==> config.mk <==
export PLATFORM = sky130hd
export DESIGN_NAME = config_serial_port
export DESIGN_NICKNAME = d
export VERILOG_FILES = /design/src/rtl/config_port_pkg.sv /design/src/rtl/byte_fifo.sv /design/src/rtl/config_serial_port.sv
export SDC_FILE = /design/constraint.sdc
export NUM_CORES = 1
export LEC_CHECK = 0
export BUFFER_PORTS_ARGS = -buffer_cell sky130_fd_sc_hd__buf_2
export CAP_MARGIN = 10
export CELL_PAD_IN_SITES_DETAIL_PLACEMENT = 2
export CELL_PAD_IN_SITES_GLOBAL_PLACEMENT = 2
export CORE_AREA = 3 3 142 144
export DETAILED_ROUTE_END_ITERATION = 6
export DIE_AREA = 0 0 145 147
export PLACE_DENSITY_LB_ADDON = 0.3
export SLEW_MARGIN = 30
export SYNTH_ARGS = -nofsm -noshare
export SYNTH_HDL_FRONTEND = slang
export SYNTH_SLANG_ARGS = --single-unit
==> constraint.sdc <==
create_clock -name i_clk -period 5.05 [get_ports i_clk]
set_input_delay 0.7575 -clock i_clk [delete_from_list [all_inputs] [get_ports i_clk]]
set_output_delay 0.7575 -clock i_clk [all_outputs]
set_load 0.02 [all_outputs]
==> src/rtl/config_port_pkg.sv <==
package config_port_pkg;

  // ==========================================================================
  // Framing
  localparam int          BYTE_BITS      = 8;
  localparam int          ADDR_WIDTH     = 7;
  localparam int          READ_FLAG_BIT  = 7;
  localparam int          STATUS_WIDTH   = 7;
  localparam int          OVERRUN_BIT    = 7;
  localparam int          FIFO_DEPTH     = 8;
  localparam int          FIFO_WIDTH     = ADDR_WIDTH + BYTE_BITS;

  // ==========================================================================
  // Addresses of the block's own status bytes
  localparam logic [6:0]  ADDR_LATCHED   = 7'h00;
  localparam logic [6:0]  ADDR_LIVE      = 7'h01;

  // ==========================================================================
  // Reset values and the last bit count
  localparam logic [2:0]  BIT_COUNT_RESET = 3'h0;
  localparam logic [2:0]  BIT_COUNT_LAST  = 3'h7;
  localparam logic [7:0]  BYTE_RESET      = 8'h00;
  localparam logic [6:0]  ADDR_RESET      = 7'h00;

  typedef enum logic [1:0] {
    st_idle,
    st_command,
    st_write,
    st_read
  } port_phase_type;

endpackage

==> src/rtl/byte_fifo.sv <==
`timescale 1ns/1ps
module byte_fifo #(
  parameter int WIDTH = 15,
  parameter int DEPTH = 8
) (
  input  wire logic             i_clk,
  input  wire logic             i_reset,
  input  wire logic             i_in_valid,
  output logic                  o_in_ready,
  input  wire logic [WIDTH-1:0] i_in_data,
  output logic                  o_out_valid,
  input  wire logic             i_out_ready,
  output logic [WIDTH-1:0]      o_out_data
);
  localparam int AW = $clog2(DEPTH);

  typedef struct packed {
    logic [DEPTH-1:0][WIDTH-1:0] mem;
    logic [AW-1:0]               wr_ptr;
    logic [AW-1:0]               rd_ptr;
    logic [AW:0]                 count;
  } fifo_state_type;

  fifo_state_type fifo;
  fifo_state_type next_fifo;
  logic           push;
  logic           pop;

  assign o_in_ready  = (fifo.count != (AW+1)'(DEPTH));
  assign o_out_valid = (fifo.count != '0);
  assign o_out_data  = fifo.mem[fifo.rd_ptr];

  always_comb begin
    next_fifo = fifo;
    push      = i_in_valid && o_in_ready;
    pop       = o_out_valid && i_out_ready;
    if (push) begin
      next_fifo.mem[fifo.wr_ptr] = i_in_data;
      next_fifo.wr_ptr = (fifo.wr_ptr == AW'(DEPTH-1)) ? '0 : fifo.wr_ptr + 1'b1;
    end
    if (pop) begin
      next_fifo.rd_ptr = (fifo.rd_ptr == AW'(DEPTH-1)) ? '0 : fifo.rd_ptr + 1'b1;
    end
    if (push && !pop) begin
      next_fifo.count = fifo.count + 1'b1;
    end else if (pop && !push) begin
      next_fifo.count = fifo.count - 1'b1;
    end
  end

  always_ff @(posedge i_clk) begin
    if (i_reset) begin
      fifo <= '0;
    end else begin
      fifo <= next_fifo;
    end
  end

endmodule

==> src/rtl/config_serial_port.sv <==
`timescale 1ns/1ps
module config_serial_port (
  input  wire logic                                  i_clk,
  input  wire logic                                  i_reset,
  input  wire logic                                  i_port_transfer_clock,
  input  wire logic                                  i_port_access_enable_n,
  input  wire logic                                  i_port_serial_in,
  output logic                                       o_port_serial_out,
  output logic                                       o_port_serial_out_oe,
  output logic                                       o_service_request_n,
  output logic                                       o_service_request_oe,
  input  wire logic [config_port_pkg::STATUS_WIDTH-1:0] i_supply_status,
  output logic [config_port_pkg::ADDR_WIDTH-1:0]     o_read_addr,
  input  wire logic [config_port_pkg::BYTE_BITS-1:0] i_read_data,
  output logic                                       o_write_valid,
  input  wire logic                                  i_write_ready,
  output logic [config_port_pkg::ADDR_WIDTH-1:0]     o_write_addr,
  output logic [config_port_pkg::BYTE_BITS-1:0]      o_write_data
);
  import config_port_pkg::*;

  // ==========================================================================
  // State
  typedef struct packed {
    logic [2:0]     clk_sync;
    logic [1:0]     en_sync;
    logic [1:0]     din_sync;
    port_phase_type phase;
    logic [2:0]     bit_count;
    logic [7:0]     rx_shift;
    logic [7:0]     tx_shift;
    logic           out_oe;
    logic [6:0]     address;
    logic [7:0]     latched;
    logic           load_pending;
  } port_state_type;

  port_state_type port;
  port_state_type next_port;

  logic                  clk_rise;
  logic                  clk_fall;
  logic                  enable_low;
  logic [7:0]            rx_byte;
  logic                  byte_done;
  logic                  push_valid;
  logic                  push_ready;
  logic [FIFO_WIDTH-1:0] push_data;
  logic [FIFO_WIDTH-1:0] pop_data;
  logic [7:0]            events;

  // ==========================================================================
  // Edge detection on the synchronised link clock
  assign clk_rise   = port.clk_sync[1] && !port.clk_sync[2];
  assign clk_fall   = !port.clk_sync[1] && port.clk_sync[2];
  assign enable_low = !port.en_sync[1];
  assign rx_byte    = {port.rx_shift[6:0], port.din_sync[1]};
  assign byte_done  = clk_fall && (port.bit_count == BIT_COUNT_LAST);

  // Only data bytes of a write phase enter the stream
  assign push_valid = byte_done && (port.phase == st_write) && enable_low;
  assign push_data  = {port.address, rx_byte};

  // Hardware status events; an overrun is a lost byte at a full FIFO
  assign events = {push_valid && !push_ready, i_supply_status};

  // ==========================================================================
  // Read source: own status bytes, else the user side
  function automatic logic [7:0] read_value(input logic [6:0] addr, input logic [7:0] latched);
    logic [7:0] value;
    value = i_read_data;
    if (addr == ADDR_LATCHED) begin
      value = latched;
    end else if (addr == ADDR_LIVE) begin
      value = {!push_ready, i_supply_status};
    end
    return value;
  endfunction

  always_comb begin
    next_port = port;
    next_port.clk_sync = {port.clk_sync[1:0], i_port_transfer_clock};
    next_port.en_sync  = {port.en_sync[0], i_port_access_enable_n};
    next_port.din_sync = {port.din_sync[0], i_port_serial_in};
    // Set wins over clear, so an event in the clearing cycle survives
    next_port.latched  = port.latched | events;

    if (!enable_low) begin
      // Abort or end of access; any partial byte is thrown away
      next_port.phase     = st_idle;
      next_port.bit_count = BIT_COUNT_RESET;
      next_port.out_oe    = 1'b0;
      next_port.load_pending = 1'b0;
    end else begin
      if (port.phase == st_idle) begin
        next_port.phase     = st_command;
        next_port.bit_count = BIT_COUNT_RESET;
        next_port.tx_shift  = BYTE_RESET;
      end
      // No timeout anywhere: the link may stall between edges forever
      if (clk_fall && port.phase != st_idle) begin
        next_port.rx_shift  = rx_byte;
        next_port.bit_count = port.bit_count + 1'b1;
      end
      if (clk_rise && port.phase == st_read) begin
        // Open drain: enable pulls low for a zero, releases for a one
        next_port.out_oe   = !port.tx_shift[7];
        next_port.tx_shift = {port.tx_shift[6:0], 1'b0};
      end
      // Read data are taken a cycle after the address moves, once o_read_addr shows it
      if (port.load_pending) begin
        next_port.load_pending = 1'b0;
        next_port.tx_shift     = read_value(port.address, next_port.latched);
        if (port.address == ADDR_LATCHED) begin
          next_port.latched = events;
        end
      end
      if (byte_done) begin
        unique case (port.phase)
          st_command: begin
            next_port.address = rx_byte[6:0];
            if (rx_byte[READ_FLAG_BIT]) begin
              next_port.phase        = st_read;
              next_port.load_pending = 1'b1;
            end else begin
              next_port.phase = st_write;
            end
          end
          st_write: begin
            if (port.address == ADDR_LATCHED) begin
              next_port.latched = (port.latched & ~rx_byte) | events;
            end
            next_port.address = port.address + 1'b1;
          end
          st_read: begin
            next_port.address      = port.address + 1'b1;
            next_port.load_pending = 1'b1;
          end
          st_idle: begin
            next_port.phase = st_idle;
          end
        endcase
      end
    end
  end

  always_ff @(posedge i_clk) begin
    if (i_reset) begin
      port           <= '0;
      port.clk_sync  <= 3'h0;
      port.en_sync   <= 2'h3;
      port.phase     <= st_idle;
      port.bit_count <= BIT_COUNT_RESET;
      port.address   <= ADDR_RESET;
      port.latched   <= BYTE_RESET;
    end else begin
      port <= next_port;
    end
  end

  // ==========================================================================
  // Write stream buffer; overruns flag in the latched status instead
  byte_fifo #(
    .WIDTH (FIFO_WIDTH),
    .DEPTH (FIFO_DEPTH)
  ) u_write_fifo (
    .i_clk       (i_clk),
    .i_reset     (i_reset),
    .i_in_valid  (push_valid),
    .o_in_ready  (push_ready),
    .i_in_data   (push_data),
    .o_out_valid (o_write_valid),
    .i_out_ready (i_write_ready),
    .o_out_data  (pop_data)
  );

  assign o_write_addr = pop_data[FIFO_WIDTH-1:BYTE_BITS];
  assign o_write_data = pop_data[BYTE_BITS-1:0];
  assign o_read_addr  = port.address;

  // ==========================================================================
  // Pins: both open-drain lines only ever pull low
  assign o_port_serial_out    = 1'b0;
  assign o_port_serial_out_oe = port.out_oe;
  assign o_service_request_n  = 1'b0;
  assign o_service_request_oe = |port.latched;

endmodule
==> results.toml, run 1 <==
[routing]
ant_nets = 0
drt_iter0_drc = 274
routedWlPerCell_microns = 22.7
routed_wl_microns = 24600
first_pass_iters = 4
num_vias = 6128
drc = 0
vias_per_cell = 5.65

[global_routing]
grt_start_max_net_pins = 82
antenna_found_initial = 0
overflow = 0
grt_pass1_vias = 6995
grtUsageTotal = 0.238
grt_pass1_wl_microns = 40200

[clock_network]
cts.sinks = 174
numCtsBuffers = 17
cts.htree.levels = 4
postCtsSetupBuffers = 0
cts_hold_buf = 0
root_buffer = "clkbuf_16"
cts_tree = "built"
clk_latency_ns = 0.43
clk_path_buf_depth = 2
cts.clk_slew.worst_paths_ns = 0.07
cts_resized = 0

[logic_synthesis]
yosysMostFrequentCell = "dfxtp_1"
syn-cell-area_sq_um = 8120
synth_cells = 803
synth_adder_area_share = 0.0209
synth-edff-count = 0
synthXorXnorAreaFrac = 0.00323
syn_avg_cell_area_sq_um = 10.1
synth_mux_area_frac = 0.272
synth_top_family_by_area = "multiplexers"
ys_ff_latch = 174
synth-simple-area-share = 0.165
synth_commonest_cells = "dfxtp_1, nand2_1, mux2i_1, nor2_1, clkbuf_1"
ys.warnings.count = 0
ys_seq_area_frac = 0.429
async_flop_share = 0
synth_top_flop_cell = "dfxtp_1"
synth_area_leaders = "dfxtp_1, mux2i_1, mux4_2, nand2_1, mux2_2"
synthDistinctLibCells = 60
yosysTopAreaCellShare = 0.429
synth_top_cell_by_area = "dfxtp_1"
synth_compound_area_frac = 0.0679

[floorplan]
die_y_microns = 147
start_util = 0.431
rows = 50
core_sq_um = 18800
ios = 48
dieArea_sq_um = 21300
die_w_microns = 145

[worst_setup_path]
crit_type = "flop to flop"
max_stage_delay_ns = 0.81
reg2regPathDepth = 9
r2r_start = "port[37]"
crit_path_end_kind = "flop"
worstReg2RegEnd = "u_write_fifo.fifo[3]"
r2r_slack_ns = 1.77
cpLargestDelayFamily = "flip-flops"
crit_slowest_cell = "dfxtp_1"
cp_max_fo = 20
required_ns = 5.37
crit_buf_inv = 1
crit_path_start_kind = "flop"
critPathArrivalTime_ns = 3.60
crit_top_cell = "ha_1"
crit_chain = "nand2b_4 > nor4_2 > ha_1 > inv_1 > ha_1 > a21o_1 > a21oi_1 > mux2i_1 > mux2_2"

[pwr]
power_density_nw_per_um2 = 326
power.total_mw = 2.97
ir_drop_uv = 243
p_leak_nw = 3.91

[min_path]
min_path_cells = 1
hold_path.startpoint = "next_port[41]"
min_to = "port[41]"
min_path_type = "flop to flop"

[sta]
clock_skew_ns = 0.0131
relSlewSlack = 0.322
period_minus_slack_ns = 3.28
max_slew.worst_pin.slew_ns = 1.01
fmax_ghz = 0.305
hold_viol_final = 0
maxSlewViolCount = 0
setup-tns-final_ns = 0
grt_setup_unrepaired = "false"
setup_viol = 0
whs_ns = 0.418
final.setup.worst_slack_ns = 1.77
fin_crit_sh = 0.650

[cells_and_area]
drive_above_1_share = 0.181
antenna_cells = 0
fillers = 1935
final_util = 0.484
final_area_sq_um = 9120
area_growth_pct = 12.2
stdcell_count = 1084
nets = 845

[placed_design]
place_area_sq_um = 8430
gp_congestion = 0.789
io_buffers = 45
dp_hpwl_microns = 15700
post-place-cells = 1052
pre_cts_ws_ns = 1.79

[run]
max-cap-violations = 0

[run_status]
status = "complete, no violations"
-- report_power, final --
part	internal, mW	total, mW	leakage (nW)	switching (mW)
Clock	0.938	1.52	0.330	0.581
Sequential	1.38	1.39	1.41	0.00924
Combinational	0.0172	0.0600	2.18	0.0428
Total	2.34	2.97	3.91	0.634
-- layout make-up --
cell class                 instances  area (sq um)  share of cell area
multi-input combinational        559          4310               0.473
tap                              260           325              0.0357
sequential                       174          3490               0.383
clock buffer                      21           480              0.0527
clock inverter                    11           201              0.0221
timing repair buffer              50           275              0.0302
inverter                           9          36.3             0.00398
-- worst max-delay path by stage --
| stage | to | slack (ns) | cells after the start | start |
|---|---|---|---|---|
| final | u_write_fifo.fifo[3] | 1.77 | 9 | port[37] |
| after global placement | u_write_fifo.fifo[3] | 1.97 | 9 | port[37] |
| after CTS | o_write_data[4] | 1.50 | 4 | u_write_fifo.fifo[4] |
| after detailed placement | u_write_fifo.fifo[3] | 1.79 | 9 | port[37] |
| after floorplan | u_write_fifo.fifo[3] | 2.30 | 11 | port[33] |
| after global routing | u_write_fifo.fifo[3] | 1.55 | 9 | port[37] |
-- state kept, by name (all words and copies together), names as in the netlist, named ones only --
name,flops
next_port,4
o_port_serial_out_oe,1
o_read_addr,7
port,31
u_write_fifo.fifo,130
-- per-layer routing --
| layer | wire (microns) | vias up | part of all wire | global-route usage |
|---|---|---|---|---|
| met4 | 408 | 0 | 0.017 | 0.0760 |
| li1 | - | 2853 | - | - |
| met1 | 10900 | 3138 | 0.44 | 0.290 |
| met5 | 0 | - | 0 | 0 |
| met3 | 532 | 30 | 0.022 | 0.0358 |
| met2 | 12800 | 107 | 0.52 | 0.433 |
-- logic make-up (layout without fill, tap and decap cells) --
group / count (synthesis) / count (layout)
fa+ha+maj: 13 / 13
mux: 181 / 181
other cells: 1 / 2
compound gates: 87 / 87
buf+inv: 71 / 91
xor+xnor: 3 / 3
flops: 174 / 174
simple gates: 273 / 273
-- placed cells by master (no fill, tap or decap), types with 6 or more instances in the layout --
master,n
nor2_1,35
buf_2,45
mux4_2,30
mux2i_1,135
nand3_1,15
a211oi_1,8
dfxtp_1,172
clkbuf_16,17
mux2_2,16
o21ai_0,24
nand2_1,153
a221oi_1,6
ha_1,12
inv_1,7
a31oi_1,14
nor2b_1,16
nor4_1,6
nor3_1,11
a21oi_1,18
No activity file was read; power rests on OpenSTA's default activity.
==> run 2, diff against run 1 <==
Settings changed: CORE_AREA 3 3 142 144 to 3 3 147 149, DIE_AREA 0 0 145 147 to 0 0 150 152.
Clock period 5.05 ns to 3.1 ns, I/O delays scaled along.
==> results.toml, run 2 (same netlist as run 1, synthesis figures left out) <==
[run_status]
status = "complete, no violations"

[sta]
fin_crit_sh = 0.910
maxSlewViolCount = 0
grt_setup_unrepaired = "false"
whs_ns = 0.218
period_minus_slack_ns = 2.82
setup-tns-final_ns = 0
final.setup.worst_slack_ns = 0.278
max_slew.worst_pin.slew_ns = 0.870
relSlewSlack = 0.416
fmax_ghz = 0.354
hold_viol_final = 0
clock_skew_ns = 0.0113
setup_viol = 0

[floorplan]
dieArea_sq_um = 22800
die_y_microns = 152
core_sq_um = 20300
die_w_microns = 150
start_util = 0.400
rows = 52
ios = 48

[routing]
drc = 0
routedWlPerCell_microns = 21.6
num_vias = 6082
ant_nets = 0
drt_iter0_drc = 197
vias_per_cell = 5.51
routed_wl_microns = 23900
first_pass_iters = 4

[min_path]
min_path_cells = 2
min_path_type = "primary input to flop"

[placed_design]
pre_cts_ws_ns = 0.298
place_area_sq_um = 8520
io_buffers = 45
dp_hpwl_microns = 15800
gp_congestion = 0.805
post-place-cells = 1072

[cells_and_area]
final-seq-area_sq_um = 3480
top_register = "u_write_fifo.fifo"
final_common_cell = "dfxtp_1"
largest_register_ff_count = 130
antenna_cells = 0
fillers = 2165
stdcell_count = 1104
area_growth_pct = 12.2
multi_input_area_sq_um = 4310
drive_above_1_share = 0.187
nets = 855
final_area_sq_um = 9110
final_cell_mix = "dfxtp_1, nand2_1, mux2i_1"

[clock_network]
cts_resized = 0
postCtsSetupBuffers = 0
numCtsBuffers = 17
cts_tree = "built"
cts.clk_slew.worst_paths_ns = 0.06
root_buffer = "clkbuf_16"
cts.sinks = 174
clk_path_buf_depth = 2
clk_latency_ns = 0.43
cts_hold_buf = 0
cts.htree.levels = 4

[worst_setup_path]
cp_max_fo = 22
critPathArrivalTime_ns = 2.36
crit_chain = "buf_12 > mux4_2 > mux2_2 > buf_2"
crit_type = "flop to output pin"
cp-startpoint = "u_write_fifo.fifo[4]"
r2r_start = "u_write_fifo.fifo[0]"
crit_path_start_kind = "flop"
crit_path_end_kind = "output pin"
required_ns = 2.63
r2r_slack_ns = 0.29
worstReg2RegEnd = "u_write_fifo.fifo[3]"
crit_slowest_cell = "dfxtp_2"
worstSetupEndpoint = "o_write_data[7]"
reg2regPathDepth = 9
max_stage_delay_ns = 0.60

[pwr]
p_leak_nw = 3.92
ir_drop_uv = 329
power_density_nw_per_um2 = 497

[global_routing]
grtUsageTotal = 0.218
grt_start_max_net_pins = 67
antenna_found_initial = 1
grt_pass1_wl_microns = 39100
overflow = 0
grt_pass1_vias = 7087

[run]
max-cap-violations = 0
==> run 2: worst min path at each step <==
stage                           startpoint       endpoint
detailed placement           next_port[41]       port[41]
finish              i_port_access_enable_n  next_port[41]
global route        i_port_access_enable_n  next_port[41]
global placement             next_port[41]       port[41]
CTS                 i_port_access_enable_n  next_port[41]
floorplan                    next_port[41]       port[41]
==> run 2: per-layer routing <==
metal / vias up / GRT usage / share of wire
li1: 2870 / - / -
met1: 3105 / 0.252 / 0.42
met5: - / 0 / 0.00054
met4: 2 / 0.0680 / 0.018
met3: 31 / 0.0343 / 0.024
met2: 74 / 0.406 / 0.53
==> run 2: layout make-up <==
| cell class | count | area share |
|---|---|---|
| multi-input cells | 559 | 0.473 |
| clock inverters | 11 | 0.0143 |
| inverters | 9 | 0.00398 |
| flip-flops and latches | 174 | 0.383 |
| well taps | 270 | 0.0371 |
| clock buffers | 21 | 0.0505 |
| repair buffers | 60 | 0.0385 |
==> run 2: critical path, delay by kind of cell, from the launching register on <==
kind / cells / cell delay, ns
buf+inv: 2 / 0.46
flops: 1 / 0.60
mux: 2 / 0.86
==> run 2: where the power goes <==
| group | internal, mW | total, mW | switching, mW |
|---|---|---|---|
| Clock | 1.24 | 2.16 | 0.921 |
| Combinational | 0.0301 | 0.102 | 0.0719 |
| Sequential | 2.25 | 2.26 | 0.0120 |
| Total | 3.52 | 4.53 | 1.01 |
==> run 2: through the flow <==
step	power, mW	util
global route	4.70	0.449
CTS	4.58	0.449
global placement	2.41	0.420
floorplan	2.37	-
finish	4.53	0.449
detailed placement	2.42	0.420
==> run 3, diff against run 2 <==
Clock period 3.1 ns to 3.12 ns, I/O delays scaled along.
==> results.toml, run 3 (same netlist as run 1, synthesis figures left out) <==
[run_status]
status = "complete, no violations"

[routing]
first_pass_iters = 4
routedWlPerCell_microns = 21.9
drc = 0
routed_wl_microns = 24200
vias_per_cell = 5.57
ant_nets = 0
num_vias = 6140
drt_iter0_drc = 217

[worst_setup_path]
required_ns = 3.45
crit_type = "flop to flop"
crit_path_end_kind = "flop"
cp_max_fo = 8
critPathArrivalTime_ns = 3.21
crit_path_start_kind = "flop"
r2r_slack_ns = 0.24
worstReg2RegEnd = "u_write_fifo.fifo[3]"
reg2regPathDepth = 11
r2r_start = "port[33]"

[placed_design]
pre_cts_ws_ns = 0.268
io_buffers = 45
dp_hpwl_microns = 15600
gp_congestion = 0.812

[cells_and_area]
final-seq-area_sq_um = 3480
drive_above_1_share = 0.187
area_growth_pct = 12.2
final_cell_mix = "dfxtp_1, nand2_1, mux2i_1"
multi_input_area_sq_um = 4310
final_common_cell = "dfxtp_1"
top_register = "u_write_fifo.fifo"
nets = 854
largest_register_ff_count = 130
antenna_cells = 0
fillers = 2152

[global_routing]
grt_start_max_net_pins = 78
grt_pass1_vias = 6870
grt_pass1_wl_microns = 38700
grtUsageTotal = 0.216
overflow = 0
antenna_found_initial = 0

[pwr]
power_density_nw_per_um2 = 500
p_leak_nw = 3.92
ir_drop_uv = 334

[sta]
relSlewSlack = 0.414
period_minus_slack_ns = 2.88
hold_viol_final = 0
final.setup.worst_slack_ns = 0.237
fin_crit_sh = 0.924
setup_viol = 0
maxSlewViolCount = 0
max_slew.worst_pin.slew_ns = 0.873
setup-tns-final_ns = 0
grt_setup_unrepaired = "false"
clock_skew_ns = 0.0155
fmax_ghz = 0.347

[clock_network]
clk_path_buf_depth = 2
cts.clk_slew.worst_paths_ns = 0.07
cts_tree = "built"
postCtsSetupBuffers = 0
cts_resized = 0
clk_latency_ns = 0.44
numCtsBuffers = 17
root_buffer = "clkbuf_16"
cts_hold_buf = 0
cts.sinks = 174
cts.htree.levels = 4

[floorplan]
ios = 48
die_w_microns = 150
rows = 52
dieArea_sq_um = 22800
start_util = 0.400
die_y_microns = 152
core_sq_um = 20300

[min_path]
min_path_cells = 2
hold_path.startpoint = "i_port_access_enable_n"
min_path_type = "primary input to flop"
min_to = "next_port[41]"

[run]
max-cap-violations = 0
-- run 3: cell count changes in the layout (fill, tap and decap cells not counted) --
cell / delta
clkbuf_1: -1
clkinvlp_4: +2
clkinv_4: -1
clkbuf_8: +1
inv_8: +1
buf_4: -1
inv_6: -2
-- run 3: worst max-delay path, stage by stage, from the launching register on --
cell and delay, ns:
dfxtp_1 0.35, ha_1 0.16, ha_1 0.21, nand3b_4 0.17
nor4_2 0.31, ha_1 0.24, inv_1 0.09, ha_1 0.29
a21o_1 0.18, a21oi_1 0.18, mux2i_1 0.24, mux2_2 0.35
-- run 3: per-layer routing --
layer  global-route usage  up-vias  share of wire
li1                     -     2865              -
met1                0.263     3171           0.44
met2                0.390       79           0.53
met3               0.0322       25          0.021
met4               0.0636        0          0.015
met5                    0        -              0
-- run 3: where the power goes --
part           internal, mW  switching [mW]  total (mW)  leakage, nW
sequential             2.24          0.0117        2.25         1.41
combinational        0.0291          0.0719       0.101         2.22
clock                  1.25           0.955        2.21        0.288
-- run 3: how the worst max path moves through the flow --
stage	from	end	slack [ns]	depth (start not counted)
floorplan	port[33]	u_write_fifo.fifo[3]	0.37	11
global placement	u_write_fifo.fifo[0]	u_write_fifo.fifo[3]	0.42	9
detailed placement	port[33]	u_write_fifo.fifo[3]	0.27	11
CTS	port[33]	u_write_fifo.fifo[3]	0.22	11
global route	port[33]	u_write_fifo.fifo[3]	0.07	11
finish	port[33]	u_write_fifo.fifo[3]	0.24	11
-- run 3: through the flow --
stage | hold WS (ns) | std cells | power (mW) | util | instance area (sq um)
after floorplan | 0.389 | 804 | 2.36 | - | 8130
after global routing | 0.209 | 1103 | 4.71 | 0.449 | 9110
after detailed placement | 0.412 | 1071 | 2.40 | 0.419 | 8510
after global placement | 0.407 | 1071 | 2.39 | 0.419 | 8510
after CTS | 0.211 | 1103 | 4.59 | 0.449 | 9110
final | 0.222 | 1103 | 4.56 | 0.449 | 9110
-- run 3: area by class of cell --
cell class                      instances  share of cell area
Timing Repair Buffer                   59              0.0376
Sequential cell                       174               0.382
Tap cell                              270              0.0371
Inverter                                9             0.00398
Multi-Input combinational cell        559               0.473
Clock buffer                           21              0.0516
Clock inverter                         11              0.0143
